### config.mk
export PLATFORM = sky130hd
export DESIGN_NAME = rss_exec
export DESIGN_NICKNAME = d
export VERILOG_FILES = /design/src/hdl/rss_pkg.sv /design/src/hdl/rss_cond_sel.sv /design/src/hdl/rss_strobe_port.sv /design/src/hdl/rss_exec.sv
export SDC_FILE = /design/constraint.sdc
export NUM_CORES = 1
export LEC_CHECK = 0
export ABC_AREA = 1
export BUFFER_PORTS_ARGS = -buffer_cell sky130_fd_sc_hd__buf_2
export CORE_MARGIN = 10
export CORE_UTILIZATION = 65
export DETAILED_ROUTE_END_ITERATION = 7
export PLACE_DENSITY_LB_ADDON = 0.15
export SETUP_SLACK_MARGIN = 0.05
export SYNTH_ARGS = -nofsm -noshare
export SYNTH_HDL_FRONTEND = slang
export SYNTH_SLANG_ARGS = --single-unit
### constraint.sdc
create_clock -name ref_clk -period 6.36 [get_ports ref_clk]
set_input_delay 0.636 -clock ref_clk [delete_from_list [all_inputs] [get_ports ref_clk]]
set_output_delay 0.636 -clock ref_clk [all_outputs]
set_load 0.02 [all_outputs]
### src/hdl/rss_pkg.sv
package rss_pkg;

  // ****************************************************************
  // Sizes
  // ****************************************************************
  localparam int MEM_DEPTH = 24;
  localparam logic [4:0] MEM_DEPTH_PTR = 5'h18;
  localparam logic [4:0] LAST_ADDR = 5'h17;
  localparam int NUM_STROBES = 5;

  // ****************************************************************
  // Reset values
  // ****************************************************************
  localparam logic [7:0] DATA_RESET = 8'h00;
  localparam logic [4:0] PTR_RESET = 5'h00;

  // ****************************************************************
  // Full opcodes
  // ****************************************************************
  localparam logic [7:0] OP_WAIT_CMP = 8'hB8;
  localparam logic [7:0] OP_IRQ = 8'hB9;
  localparam logic [7:0] OP_LABEL = 8'hBA;
  localparam logic [7:0] OP_WAIT_X = 8'hBB;
  localparam logic [7:0] OP_RAND = 8'hBC;
  localparam logic [7:0] OP_Y_INC = 8'hBD;
  localparam logic [7:0] OP_Y_DEC = 8'hBE;
  localparam logic [7:0] OP_Z_DEC = 8'hBF;
  localparam logic [7:0] OP_NOP = 8'hC0;
  localparam logic [7:0] OP_STOP = 8'hDF;

  // ****************************************************************
  // Opcode prefixes and fields
  // ****************************************************************
  localparam logic [2:0] PFX_WAIT_W = 3'h4;
  localparam logic [3:0] PFX_REPEAT = 4'hA;
  localparam logic [4:0] PFX_SATINC = 5'h16;
  localparam logic [2:0] PFX_STROBE = 3'h6;
  localparam int NEG_BIT = 3;
  localparam logic [5:0] WAIT_W_ZERO_COUNT = 6'h20;

  // ****************************************************************
  // Deferred strobe codes (low five opcode bits)
  // ****************************************************************
  localparam logic [4:0] STRB_TX_CAL = 5'h01;
  localparam logic [4:0] STRB_RX_ON = 5'h02;
  localparam logic [4:0] STRB_TX_ON = 5'h03;
  localparam logic [4:0] STRB_TX_CCA = 5'h04;
  localparam logic [4:0] STRB_RF_OFF = 5'h05;

  // ****************************************************************
  // Condition codes
  // ****************************************************************
  localparam logic [2:0] COND_CCA = 3'h0;
  localparam logic [2:0] COND_SFD = 3'h1;
  localparam logic [2:0] COND_CPU = 3'h2;
  localparam logic [2:0] COND_PC_END = 3'h3;
  localparam logic [2:0] COND_X_ZERO = 3'h4;
  localparam logic [2:0] COND_Y_ZERO = 3'h5;
  localparam logic [2:0] COND_Z_ZERO = 3'h6;

  typedef enum logic [2:0] {
    RSS_IDLE, RSS_RUN, RSS_WAIT_OVF, RSS_WAIT_X, RSS_WAIT_CMP, RSS_WAIT_ACK
  } rss_state_e;

endpackage

### src/hdl/rss_cond_sel.sv
`timescale 1ns/1ps
`default_nettype none
module rss_cond_sel (
  input wire logic [2:0] cond_code,
  input wire logic negate,
  input wire logic cca,
  input wire logic sfd,
  input wire logic cpu_condition_bit,
  input wire logic [4:0] pc,
  input wire logic [7:0] x_register,
  input wire logic [7:0] y_register,
  input wire logic [7:0] z_register,
  output logic taken
);

  // ****************************************************************
  // Condition decode
  // ****************************************************************
  function automatic logic cond_value(input logic [2:0] code, input logic c_cca,
                                      input logic c_sfd, input logic c_cpu,
                                      input logic [4:0] c_pc, input logic [7:0] c_x,
                                      input logic [7:0] c_y, input logic [7:0] c_z);
    logic v;
    v = 1'b0;
    case (code)
      rss_pkg::COND_CCA: v = c_cca;
      rss_pkg::COND_SFD: v = c_sfd;
      rss_pkg::COND_CPU: v = c_cpu;
      rss_pkg::COND_PC_END: v = (c_pc == rss_pkg::LAST_ADDR);
      rss_pkg::COND_X_ZERO: v = (c_x == rss_pkg::DATA_RESET);
      rss_pkg::COND_Y_ZERO: v = (c_y == rss_pkg::DATA_RESET);
      rss_pkg::COND_Z_ZERO: v = (c_z == rss_pkg::DATA_RESET);
      default: v = 1'b0; // Unused code never holds
    endcase
    return v;
  endfunction

  wire logic raw_cond;
  assign raw_cond = cond_value(cond_code, cca, sfd, cpu_condition_bit, pc,
                               x_register, y_register, z_register);
  assign taken = raw_cond ^ negate;

endmodule
`default_nettype wire

### src/hdl/rss_strobe_port.sv
`timescale 1ns/1ps
`default_nettype none
module rss_strobe_port (
  input wire logic ref_clk,
  input wire logic rst_n,
  input wire logic issue,
  input wire logic [4:0] strobe_code,
  input wire logic radio_ack,
  output logic [rss_pkg::NUM_STROBES-1:0] strobe_out,
  output logic busy,
  output logic done
);

  // ****************************************************************
  // One-hot strobe decode, code 1 maps to bit 0
  // ****************************************************************
  wire logic [rss_pkg::NUM_STROBES-1:0] next_strobe;
  genvar gi;
  generate
    for (gi = 0; gi < rss_pkg::NUM_STROBES; gi = gi + 1) begin : g_dec
      assign next_strobe[gi] = issue && (strobe_code == 5'(gi + 1));
    end
  endgenerate

  assign done = busy && radio_ack;

  // Strobe is a one-cycle pulse; busy holds until the radio answers
  always_ff @(posedge ref_clk or negedge rst_n) begin
    if (!rst_n) begin
      strobe_out <= '0;
      busy <= 1'b0;
    end else begin
      strobe_out <= next_strobe;
      busy <= issue | (busy & ~radio_ack);
    end
  end

endmodule
`default_nettype wire

### src/hdl/rss_exec.sv
// Overview of operation
// - Y increment wraps FF to 00
// - Saturating increment sets Y to min(Y+1,M)
// - Random load fills low Y bits, clears rest
// - Back-to-back random loads may repeat value
// - Signal instruction sets program irq flag
// - Wait-on-X decrements X per overflow, then advances
// - Overflow waits completing set wait-done flag
// - Immediate wait counts W overflows, zero means 32
// - Compare wait stalls until next compare event
// - Label records following address as loop start
// - Label in last slot records own PC
// - Single loop start, new label overwrites
// - Repeat jumps to label if condition true
// - Condition codes select CCA, SFD, CPU, PC, zeros
// - Negate bit inverts selected condition
// - Skip adds S+1 when true, else one
// - Stop halts, clears memory, label, PC, pointer
// - Deferred strobes stall until radio acknowledges
// - RX-on drives dedicated RX enable strobe output
`timescale 1ns/1ps
`default_nettype none
module rss_exec (
  input wire logic ref_clk,
  input wire logic rst_n,
  input wire logic instr_wr_en,
  input wire logic [7:0] instr_wr_data,
  input wire logic start_exec,
  input wire logic x_wr_en,
  input wire logic y_wr_en,
  input wire logic z_wr_en,
  input wire logic [7:0] reg_wr_data,
  input wire logic cpu_condition_bit,
  input wire logic [7:0] random_source_out,
  input wire logic mac_overflow,
  input wire logic mac_compare,
  input wire logic cca,
  input wire logic sfd,
  input wire logic radio_ack,
  input wire logic irq_flag_clear,
  input wire logic wait_flag_clear,
  input wire logic stop_flag_clear,
  output logic tx_calibrate_strobe,
  output logic rx_enable_strobe_out,
  output logic tx_on_strobe,
  output logic tx_on_if_clear_strobe,
  output logic radio_off_strobe,
  output logic program_irq_flag,
  output logic wait_done_flag,
  output logic program_stop_flag,
  output logic running,
  output logic [4:0] pc,
  output logic [4:0] write_ptr,
  output logic [7:0] current_instr,
  output logic [7:0] x_register,
  output logic [7:0] y_register,
  output logic [7:0] z_register
);

  // ****************************************************************
  // State
  // ****************************************************************
  logic [7:0] imem [rss_pkg::MEM_DEPTH];
  rss_pkg::rss_state_e state;
  rss_pkg::rss_state_e next_state;
  logic [4:0] loop_start;
  logic loop_valid;
  logic [5:0] wait_cnt;
  logic [4:0] next_pc;
  logic [4:0] next_loop_start;
  logic next_loop_valid;
  logic [5:0] next_wait_cnt;
  logic [7:0] next_x;
  logic [7:0] next_y;
  logic [7:0] next_z;
  logic set_irq;
  logic set_wait;
  logic set_stop;
  logic clear_mem;
  logic strobe_issue;
  logic step;
  logic [5:0] target;

  // ****************************************************************
  // Instruction decode
  // ****************************************************************
  wire logic [7:0] instr;
  wire logic is_skip;
  wire logic is_wait_w;
  wire logic is_repeat;
  wire logic is_satinc;
  wire logic is_strobe;
  wire logic cond_taken;
  wire logic [5:0] pc_plus1;
  wire logic [5:0] pc_skip;
  wire logic [5:0] wait_w_count;
  wire logic [8:0] y_plus;
  wire logic [8:0] sat_limit;
  wire logic [7:0] sat_y;
  wire logic [7:0] rand_shift;
  wire logic [7:0] rand_mask;
  wire logic load_ok;
  wire logic [4:0] strobe_vec;
  wire logic strobe_busy;
  wire logic strobe_done;

  // Memory read is asynchronous from flops, so PC changes take effect at once
  assign instr = imem[pc];
  assign is_skip = ~instr[7];
  assign is_wait_w = (instr[7:5] == rss_pkg::PFX_WAIT_W);
  assign is_repeat = (instr[7:4] == rss_pkg::PFX_REPEAT);
  assign is_satinc = (instr[7:3] == rss_pkg::PFX_SATINC);
  // Only the five deferred strobes are executed; other strobe codes act as no-ops, except code 1F, which is the stop opcode
  assign is_strobe = (instr[7:5] == rss_pkg::PFX_STROBE) &&
                     (instr[4:0] >= rss_pkg::STRB_TX_CAL) &&
                     (instr[4:0] <= rss_pkg::STRB_RF_OFF);
  assign pc_plus1 = {1'b0, pc} + 6'h01;
  assign pc_skip = pc_plus1 + {3'h0, instr[6:4]};
  assign wait_w_count = (instr[4:0] == 5'h00) ? rss_pkg::WAIT_W_ZERO_COUNT
                                              : {1'b0, instr[4:0]};
  assign y_plus = {1'b0, y_register} + 9'h001;
  assign sat_limit = {6'h00, instr[2:0]};
  assign sat_y = (y_plus < sat_limit) ? y_plus[7:0] : {5'h00, instr[2:0]};
  assign rand_shift = 8'h01 << y_register[2:0];
  assign rand_mask = (y_register >= 8'h08) ? 8'hFF : (rand_shift - 8'h01);
  assign load_ok = instr_wr_en && (state == rss_pkg::RSS_IDLE) &&
                   (write_ptr < rss_pkg::MEM_DEPTH_PTR);
  assign running = (state != rss_pkg::RSS_IDLE);
  assign current_instr = running ? instr : rss_pkg::DATA_RESET;

  // ****************************************************************
  // Condition evaluation and strobe handshake
  // ****************************************************************
  rss_cond_sel u_cond (
    .cond_code(instr[2:0]),
    .negate(instr[rss_pkg::NEG_BIT]),
    .cca(cca),
    .sfd(sfd),
    .cpu_condition_bit(cpu_condition_bit),
    .pc(pc),
    .x_register(x_register),
    .y_register(y_register),
    .z_register(z_register),
    .taken(cond_taken)
  );

  rss_strobe_port u_strobe (
    .ref_clk(ref_clk),
    .rst_n(rst_n),
    .issue(strobe_issue),
    .strobe_code(instr[4:0]),
    .radio_ack(radio_ack),
    .strobe_out(strobe_vec),
    .busy(strobe_busy),
    .done(strobe_done)
  );

  // Strobe vector bit is code minus one
  assign tx_calibrate_strobe = strobe_vec[0];
  assign rx_enable_strobe_out = strobe_vec[1];
  assign tx_on_strobe = strobe_vec[2];
  assign tx_on_if_clear_strobe = strobe_vec[3];
  assign radio_off_strobe = strobe_vec[4];

  // ****************************************************************
  // Sequencer next-state logic
  // ****************************************************************
  always_comb begin
    next_state = state;
    next_pc = pc;
    next_loop_start = loop_start;
    next_loop_valid = loop_valid;
    next_wait_cnt = wait_cnt;
    next_x = x_register;
    next_y = y_register;
    next_z = z_register;
    set_irq = 1'b0;
    set_wait = 1'b0;
    set_stop = 1'b0;
    clear_mem = 1'b0;
    strobe_issue = 1'b0;
    step = 1'b0;
    target = pc_plus1;
    case (state)
      rss_pkg::RSS_IDLE: begin
        // CPU setup writes only while halted, so a program never races them
        if (x_wr_en) begin
          next_x = reg_wr_data;
        end
        if (y_wr_en) begin
          next_y = reg_wr_data;
        end
        if (z_wr_en) begin
          next_z = reg_wr_data;
        end
        if (start_exec && (write_ptr != rss_pkg::PTR_RESET)) begin
          next_state = rss_pkg::RSS_RUN;
          next_pc = rss_pkg::PTR_RESET;
        end
      end
      rss_pkg::RSS_RUN: begin
        if (is_skip) begin
          if (cond_taken) begin
            target = pc_skip;
          end
          step = 1'b1;
        end else if (is_wait_w) begin
          next_wait_cnt = wait_w_count;
          next_state = rss_pkg::RSS_WAIT_OVF;
        end else if (is_repeat) begin
          if (cond_taken && loop_valid) begin
            target = {1'b0, loop_start};
          end
          step = 1'b1;
        end else if (is_satinc) begin
          next_y = sat_y;
          step = 1'b1;
        end else if (is_strobe) begin
          strobe_issue = 1'b1;
          next_state = rss_pkg::RSS_WAIT_ACK;
        end else begin
          case (instr)
            rss_pkg::OP_Y_INC: begin
              next_y = y_register + 8'h01;
              step = 1'b1;
            end
            rss_pkg::OP_Y_DEC: begin
              next_y = y_register - 8'h01;
              step = 1'b1;
            end
            rss_pkg::OP_Z_DEC: begin
              next_z = z_register - 8'h01;
              step = 1'b1;
            end
            rss_pkg::OP_RAND: begin
              next_x = random_source_out & rand_mask;
              step = 1'b1;
            end
            rss_pkg::OP_IRQ: begin
              set_irq = 1'b1;
              step = 1'b1;
            end
            rss_pkg::OP_WAIT_X: begin
              next_state = rss_pkg::RSS_WAIT_X;
            end
            rss_pkg::OP_WAIT_CMP: begin
              next_state = rss_pkg::RSS_WAIT_CMP;
            end
            rss_pkg::OP_LABEL: begin
              next_loop_start = (pc == rss_pkg::LAST_ADDR) ? pc : pc_plus1[4:0];
              next_loop_valid = 1'b1;
              step = 1'b1;
            end
            rss_pkg::OP_STOP: begin
              next_state = rss_pkg::RSS_IDLE;
              next_pc = rss_pkg::PTR_RESET;
              next_loop_valid = 1'b0;
              clear_mem = 1'b1;
              set_stop = 1'b1;
            end
            default: begin
              step = 1'b1;
            end
          endcase
        end
      end
      rss_pkg::RSS_WAIT_OVF: begin
        if (mac_overflow) begin
          next_wait_cnt = wait_cnt - 6'h01;
          if (wait_cnt == 6'h01) begin
            set_wait = 1'b1;
            step = 1'b1;
          end
        end
      end
      rss_pkg::RSS_WAIT_X: begin
        if (x_register == rss_pkg::DATA_RESET) begin
          set_wait = 1'b1;
          step = 1'b1;
        end else if (mac_overflow) begin
          next_x = x_register - 8'h01;
          if (x_register == 8'h01) begin
            set_wait = 1'b1;
            step = 1'b1;
          end
        end
      end
      rss_pkg::RSS_WAIT_CMP: begin
        if (mac_compare) begin
          step = 1'b1;
        end
      end
      rss_pkg::RSS_WAIT_ACK: begin
        if (strobe_done) begin
          step = 1'b1;
        end
      end
      default: begin
        next_state = rss_pkg::RSS_IDLE;
      end
    endcase
    // Running past the loaded program ends it, but keeps the program for a rerun
    if (step) begin
      if (target >= {1'b0, write_ptr}) begin
        next_state = rss_pkg::RSS_IDLE;
        next_pc = rss_pkg::PTR_RESET;
        set_stop = 1'b1;
      end else begin
        next_state = rss_pkg::RSS_RUN;
        next_pc = target[4:0];
      end
    end
  end

  // ****************************************************************
  // Sequencer registers
  // ****************************************************************
  always_ff @(posedge ref_clk or negedge rst_n) begin
    if (!rst_n) begin
      state <= rss_pkg::RSS_IDLE;
      pc <= rss_pkg::PTR_RESET;
      loop_start <= rss_pkg::PTR_RESET;
      loop_valid <= 1'b0;
      wait_cnt <= 6'h00;
      x_register <= rss_pkg::DATA_RESET;
      y_register <= rss_pkg::DATA_RESET;
      z_register <= rss_pkg::DATA_RESET;
    end else begin
      state <= next_state;
      pc <= next_pc;
      loop_start <= next_loop_start;
      loop_valid <= next_loop_valid;
      wait_cnt <= next_wait_cnt;
      x_register <= next_x;
      y_register <= next_y;
      z_register <= next_z;
    end
  end

  // Flags: a set in the same cycle as a clear wins
  always_ff @(posedge ref_clk or negedge rst_n) begin
    if (!rst_n) begin
      program_irq_flag <= 1'b0;
      wait_done_flag <= 1'b0;
      program_stop_flag <= 1'b0;
    end else begin
      program_irq_flag <= set_irq | (program_irq_flag & ~irq_flag_clear);
      wait_done_flag <= set_wait | (wait_done_flag & ~wait_flag_clear);
      program_stop_flag <= set_stop | (program_stop_flag & ~stop_flag_clear);
    end
  end

  // ****************************************************************
  // Instruction memory
  // ****************************************************************
  // Cleared as a whole by the stop instruction; loaded only while halted
  always_ff @(posedge ref_clk or negedge rst_n) begin
    if (!rst_n) begin
      write_ptr <= rss_pkg::PTR_RESET;
      for (int i = 0; i < rss_pkg::MEM_DEPTH; i++) begin
        imem[i] <= rss_pkg::DATA_RESET;
      end
    end else if (clear_mem) begin
      write_ptr <= rss_pkg::PTR_RESET;
      for (int i = 0; i < rss_pkg::MEM_DEPTH; i++) begin
        imem[i] <= rss_pkg::DATA_RESET;
      end
    end else if (load_ok) begin
      imem[write_ptr] <= instr_wr_data;
      write_ptr <= write_ptr + 5'h01;
    end
  end

endmodule
`default_nettype wire

Word-level counts from Yosys, hierarchy flattened
Index checks and enable logic that the tools add are counted.

operators by class
  muxes and demuxes = 110
  order comparisons = 9
  shifts and indexed selects = 1
  bitwise operators = 20
  reduce and logical (&&, ||, !) cells = 37
  equality and inequality tests = 59
  add/subtract/negate cells = 10

operators by type and width
  operator                                                   count
  2-to-1 mux 192 bit                                         2
  2-to-1 mux 8 bit                                           28
  bitwise mux 192 bit                                        1
  equality test 8 bit (second input constant)                9
  2-to-1 mux 5 bit                                           12
  2-to-1 mux 6 bit                                           10
  case mux 8 bit (2 select lines)                            3
  binary-select mux 8 bit (select 5 bit)                     1
  demux 8 bit (select 5 bit)                                 1
  2-to-1 mux 1 bit                                           36
  subtractor 8 x 1 -> 8 bit (second input constant)          4
  zero test 8 bit                                            3
  != test 2 bit (second input constant)                      12
  case mux 8 bit (3 select lines)                            1
  equality test 3 bit (second input constant)                7
  2-to-1 mux 3 bit                                           7
  != test 3 bit (second input constant)                      7
  AND reduction 7 bit                                        3
  case mux 3 bit (3 select lines)                            2
  AND reduction 8 bit                                        2
  logical AND 1 bit                                          13
  equality test 3 x 2 -> 1 bit (second input constant)       4
  greater-or-equal comparator 6 bit (second input constant)  2
  inverter 5 -> 6 bit                                        2
  other kinds (47)                                           74

word-level totals
  output and inout port bits = 51
  register bits after elaboration = 250
  logic and storage cells = 284
  input bits = 40

Longest topological paths before layout
  depth in word-level cells = 17
  gate-level depth with buffers = 35
  mapped depth without buffers = 32

Cells and area by module
A second synthesis with hierarchy kept.

second synthesis, totals
  cell total of the unflattened synthesis = 1,976
  area, all modules = 15,034.4 um^2

modules (own cells, without submodules)
  module           cells an instance  area an instance (um^2)  seq. area each (um^2)  times used
  rss_exec         1,887              14,550.2                 6,105.9                1
  rss_cond_sel     61                 247.7                    0.0                    1
  rss_strobe_port  28                 236.5                    150.1                  1

Worst setup path before layout
OpenSTA, ideal clock, no wires.

  kind = reg2reg
  from = register pc[0]
  to = register pc[2]
  setup slack = 2.501 ns
  clock period less this slack = 3.859 ns
  path buffers = 5
  data required time = 6.295 ns
  data arrival time = 3.794 ns
  setup time = 0.065 ns
  cell stages (with the launch flop) = 33
  cells stage by stage = dfrtp_1 > buf_6 > buf_6 > buf_6 > buf_6 > a21oi_2 > o21ai_1 > nand3_1 > nand2_1 > nor2_4 > a21oi_4 > buf_6 > nand4_2 > nand2_1 > nor2_4 > nand2_4 > nand2_4 > nand2_4 > nand3_1 > nand2_1 > a21oi_1 > nor2_2 > ha_1 > a21boi_0 > o21a_1 > o21ai_0 > nand2_1 > a221o_1 > inv_1 > nand2_2 > nor2_4 > nand3_1 > nand2_1

between the ends
  longest elaborated chain between the ends = 16
  elaborated cells on any way between the ends = 54
  those cells by class = 2 x add/sub; 3 x order compare; 21 x eq/ne; 19 x mux; 2 x bitwise; 7 x reduce/logical

ends and longest elaborated chain
  item                                                  RTL line            RTL
  from (decl)                                           rss_exec.sv:52      output logic [4:0] pc,
  from (signal assigned)                                rss_exec.sv:321     pc <= rss_pkg::PTR_RESET;
  from (signal assigned)                                rss_exec.sv:330     pc <= next_pc;
  inverter 5 -> 6 bit (implied by the code)             rss_exec.sv:108     assign instr = imem[pc];
  binary-select mux 8 bit (select 5 bit)                rss_exec.sv:108
  2-to-1 mux 8 bit (implied by the code) (2 in series)  rss_exec.sv:108
  equality test 3 bit (tied with other cells)           rss_cond_sel.sv:25  case (code)
  case mux 1 bit (7 select lines)                       rss_cond_sel.sv:25
  bitwise XOR 1 bit                                     rss_cond_sel.sv:41  assign taken = raw_cond ^ negate;
  logical AND 1 bit                                     rss_exec.sv:211     if (cond_taken && loop_valid) begin
  2-to-1 mux 6 bit                                      rss_exec.sv:211
  2-to-1 mux 6 bit                                      rss_exec.sv:210     end else if (is_repeat) begin
  2-to-1 mux 6 bit                                      rss_exec.sv:207     end else if (is_wait_w) begin
  2-to-1 mux 6 bit                                      rss_exec.sv:202     if (is_skip) begin
  2-to-1 mux 6 bit                                      rss_exec.sv:184     case (state)
  greater-or-equal comparator 6 x 5 -> 1 bit            rss_exec.sv:304     if (target >= {1'b0, write_ptr}) begin
  2-to-1 mux 5 bit                                      rss_exec.sv:304
  2-to-1 mux 5 bit                                      rss_exec.sv:303     if (step) begin

Parallel ways exist; a longest one is shown, timed or not. The select of a mux whose other input is x is not followed.
A chain may end at the register's enable or synchronous reset.

Worst setup path after layout
  from = register pc[1]
  to = register y_register[7]

between the ends
  longest elaborated chain between the ends = 12
  elaborated cells on any way between the ends = 29
  those cells by class = 3 x order compare; 11 x eq/ne; 11 x mux; 1 x bitwise; 3 x reduce/logical

ends and longest elaborated chain
  item                                                                                 RTL line         RTL
  inverter 5 -> 6 bit (implied by the code) (*)                                        rss_exec.sv:108
  binary-select mux 8 bit (select 5 bit) (*)                                           rss_exec.sv:108
  2-to-1 mux 8 bit (implied by the code) (*) (2 in series)                             rss_exec.sv:108
  parallel branches: the longest is 8 deep, another holds < comparator 9 x 3 -> 1 bit  --
  to (signal assigned)                                                                 rss_exec.sv:326  y_register <= rss_pkg::DATA_RESET;
  to (signal assigned)                                                                 rss_exec.sv:335  y_register <= next_y;
  to (decl)                                                                            rss_exec.sv:56   output logic [7:0] y_register,

Every way passes the cells marked *. The select of a mux whose other input is x is not followed.

==> reports/metrics.csv <==
metric,value,unit
largest net degree at the start of global routing,144,
Crit Path Max Fanout,41,
worst slew pin tran,1.24,ns
Mapped Area,14500,um2
fraction of layout cells with a size suffix above 1,10.7,%
achievable frequency,204,MHz
Hold WC Path Type,input port to asynchronous set/reset pin,
commonest register cell after synthesis,sky130_fd_sc_hd__dfrtp_1,
Non-Filler Instances,2194,
half-perimeter wire length after detailed placement,30500,um
first-pass GRT wire length,72400,um
Post-route DRC,0,
Syn Nets,1936,
multiplexer share of the synthesized area,0,%
Worst-Skew Late Latency,0.55,ns
maximum resistive drop on vdd,0.329,mV
chain of cells forming the critical path,inv_2 -> a21oi_1 -> o21ai_0 -> nand3_1 -> nand3_1 -> nand2_1 -> nand2_1 -> nand2_2 -> nand4_4 -> nor2_1 -> nand2_1 -> inv_1 -> ha_1 -> a21oi_1 -> nand2_1 -> a21o_1 -> a21oi_1 -> o21bai_1 -> a21oi_1 -> xor2_1 -> xnor2_1 -> o21ai_0 -> nand2_1 -> o21ai_1,
clock slew seen by the registers of the worst setup and hold paths,0.06,ns
unique cell type count in the Yosys netlist,56,
combinational family with the most area after synthesis,simple AND/OR/NAND/NOR gates,
final-layout fill cell count,1769,
clock tree from TritonCTS,done,
area of the multi-input gates,6660,um2
count of state elements after synthesis,250,
dominant cell type by area after synthesis,sky130_fd_sc_hd__dfrtp_1,
Diodes inserted,0,
CP top delay family,simple AND/OR/NAND/NOR gates,
vias,14200,
xor/xnor share of the synthesized area,1.45,%
setup total negative slack,0,ns
synthesized instance count,1859,
overall die height,170,um
Async SR Flop Fraction,100,%
RSZ-0062 raised after global routing,false,
worst stage delay on the critical path,0.70,ns
worst endpoint data arrival time,5.31,ns
Worst Reg-to-Reg Cells,24,
CP max-delay cell,sky130_fd_sc_hd__dfrtp_2,
part of the Yosys area used for sequential elements,43.0,%
GR met1 Demand/Resource,44.3,%
"share of synthesized cell area in and, or, nand and nor gates",21.8,%
Num Clock Sinks,250,
post-placement cell count,2146,
worst-case clock buffer depth,3,
tightest hold margin,0.137,ns
global routing met3 resource utilization,6.81,%
Power Dens Cells,527,nW/um2
CTS root buffer,sky130_fd_sc_hd__clkbuf_16,
min cycle time layout,4.90,ns
core utilization of the finished layout,72.6,%
ranking of synthesized cells by area,"sky130_fd_sc_hd__dfrtp_1 (43%), sky130_fd_sc_hd__inv_1 (7.2%), sky130_fd_sc_hd__nand2_1 (6.9%)",
Pleak,7.39,nW
portion of the clock cycle consumed by the worst path in the final layout,77.1,%
Yosys warnings,0,
CORE AREA,21900,um2
Critical Path Sink Type,register,
post-synthesis area per instance,7.82,um2
DRC marker count from the first detailed-route iteration,2401,
mean routed wirelength per cell,20.8,um
storage element area,6260,um2
nets@finish,1972,
gp weighted congestion,0.946,
total number of cells along the worst setup path,24,
"Power, Total",0.00837,W
sum of buffers and inverters on the critical path,2,
most heavily used metal layer in global routing,met2,
Vias per Instance,6.47,
number of CTS-inserted buffers,27,
count of antenna-violating nets left after detailed routing,0,
post-CTS setup buffer count,0,
total of buffers placed on input and output ports,90,
compound-cell area share of the yosys netlist,19.3,%
GRT met2 Usage,45.7,%
number of enable-type register cells in the synthesized netlist,0,
final routed wirelength across all metal layers,45600,um
total global routing overflow,0,
most used cells in the layout excluding fill and tap cells,"sky130_fd_sc_hd__inv_1 (278), sky130_fd_sc_hd__nand2_1 (268), sky130_fd_sc_hd__dfrtp_1 (248), sky130_fd_sc_hd__o21ai_0 (154), sky130_fd_sc_hd__nand3_1 (153)",
run status,"finished, final reports clean",
initial core utilization,66.4,%
Pre-antenna DRT Iters,7,
number of pins with negative max-slew slack in the final report,0,
total number of H-tree levels,1,
initial antenna violation count,0,
proportion of netlist area held by the largest area contributor,43.0,%
# resized after CTS,0,
"Hold-fix buffers, CTS",0,
final clock skew,0.0153,ns
"most common cell after layout, fill and taps aside",sky130_fd_sc_hd__inv_1,
io pins,91,
Worst slew margin,17.3,%
Die Wd,170,um
count of standard-cell rows,54,
number of failing setup endpoints in the final timing report,0,
fraction of the mapped netlist area in adder cells,3.29,%
Worst EP required,6.76,ns
Total Die Area,28700,um2
Crit path top cell by count,sky130_fd_sc_hd__nand2_1,
maximum capacitance violations,0,
Total GRT Usage,30.8,%
category of the critical setup timing path,register to register,
via count of the first global-routing pass,13400,
Startpoint Class,register,
Layout Area Growth over Synthesis,9.30,%
final hold violations,0,
## sequential cells by signal (all words and copies together) (netlist names), 6 cells and up
name        cells
z_register      8
imem          192
y_register      8
x_register      8
wait_cnt        6
## cells by family after synthesis
logic type,after synthesis
and+or+nand+nor,669
AOI/OAI and AO/OA,488
buffers and inverters,391
DFF,250
adders and majority gates,37
xor gates and xnor gates,24
## routing by layer
layer  up-vias  share of wire, %
li1       6399                 -
met1      6698                40
met2       967                44
met3       142                12
met4         0               3.6
met5         -                 0
## stage by stage
| stage | worst slack, ns | area (um2) |
|---|---|---|
| after floorplan | 2.50 | 14500 |
| after global placement | 1.76 | 15000 |
| after detailed placement | 1.62 | 15000 |
| after CTS | 1.62 | 15900 |
| after global routing | 0.939 | 15900 |
| final | 1.46 | 15900 |
## worst register-to-register path: stages (launching register included)
cell and delay [ns]:
sky130_fd_sc_hd__dfrtp_2 0.70, sky130_fd_sc_hd__inv_2 0.45, sky130_fd_sc_hd__a21oi_1 0.25, sky130_fd_sc_hd__o21ai_0 0.11, sky130_fd_sc_hd__nand3_1 0.11, sky130_fd_sc_hd__nand3_1 0.16
sky130_fd_sc_hd__nand2_1 0.15, sky130_fd_sc_hd__nand2_1 0.07, sky130_fd_sc_hd__nand2_2 0.23, sky130_fd_sc_hd__nand4_4 0.19, sky130_fd_sc_hd__nor2_1 0.20, sky130_fd_sc_hd__nand2_1 0.21
sky130_fd_sc_hd__inv_1 0.22, sky130_fd_sc_hd__ha_1 0.32, sky130_fd_sc_hd__a21oi_1 0.15, sky130_fd_sc_hd__nand2_1 0.10, sky130_fd_sc_hd__a21o_1 0.16, sky130_fd_sc_hd__a21oi_1 0.21
sky130_fd_sc_hd__o21bai_1 0.09, sky130_fd_sc_hd__a21oi_1 0.15, sky130_fd_sc_hd__xor2_1 0.19, sky130_fd_sc_hd__xnor2_1 0.13, sky130_fd_sc_hd__o21ai_0 0.09, sky130_fd_sc_hd__nand2_1 0.08
sky130_fd_sc_hd__o21ai_1 0.05
## synthesized netlist by cell type (3+ instances only)
library cell / instances
sky130_fd_sc_hd__inv_1: 279
sky130_fd_sc_hd__nand2_1: 269
sky130_fd_sc_hd__dfrtp_1: 250
sky130_fd_sc_hd__o21ai_0: 154
sky130_fd_sc_hd__nand3_1: 153
sky130_fd_sc_hd__o22ai_1: 115
sky130_fd_sc_hd__nor2_1: 101
sky130_fd_sc_hd__a21oi_1: 100
sky130_fd_sc_hd__nand4_1: 81
sky130_fd_sc_hd__o21ai_1: 45
sky130_fd_sc_hd__clkbuf_1: 43
sky130_fd_sc_hd__ha_1: 35
sky130_fd_sc_hd__buf_2: 29
sky130_fd_sc_hd__o31ai_1: 23
sky130_fd_sc_hd__xor2_1: 19
sky130_fd_sc_hd__nor3_1: 15
sky130_fd_sc_hd__o211ai_1: 15
sky130_fd_sc_hd__buf_6: 13
sky130_fd_sc_hd__nand2_2: 12
sky130_fd_sc_hd__inv_2: 10
sky130_fd_sc_hd__a31oi_1: 7
sky130_fd_sc_hd__clkinv_1: 7
sky130_fd_sc_hd__nor2_4: 7
sky130_fd_sc_hd__nor4_1: 7
sky130_fd_sc_hd__nor2_2: 6
sky130_fd_sc_hd__buf_4: 5
sky130_fd_sc_hd__nand3_2: 5
sky130_fd_sc_hd__xnor2_1: 5
sky130_fd_sc_hd__buf_1: 4
sky130_fd_sc_hd__o311ai_0: 4
sky130_fd_sc_hd__a211oi_1: 3
sky130_fd_sc_hd__nand2_4: 3
## final timing paths
| check | start | end | slack [ns] |
|---|---|---|---|
| setup / recovery | pc[1] | y_register[7] | 1.46 |
| hold / removal | rst_n | imem[130] | 0.14 |
| setup reg to reg | pc[1] | y_register[7] | 1.46 |
| hold reg to reg | loop_start[4] | loop_start[4] | 0.50 |
| max in group asynchronous | rst_n | pc[0] | 4.93 |
| min in group ref_clk | wait_flag_clear | wait_done_flag | 0.25 |
## cell type report
class | instances | area share [%]
clock buffer | 40 | 5.00
clock inverter | 8 | 0.843
inverter | 297 | 7.03
multi-input combinational | 1218 | 41.9
sequential | 250 | 39.4
tap | 280 | 2.21
timing repair buffer | 101 | 3.58
## report_power, final
group	internal (W)	switching (W)	leakage, nW	total (W)
Clock	0.000987	0.000661	0.459	0.00165
Sequential	0.00208	0.000330	3.35	0.00241
Combinational	0.00128	0.00302	3.58	0.00430
No activity file was read; power rests on OpenSTA's default activity.
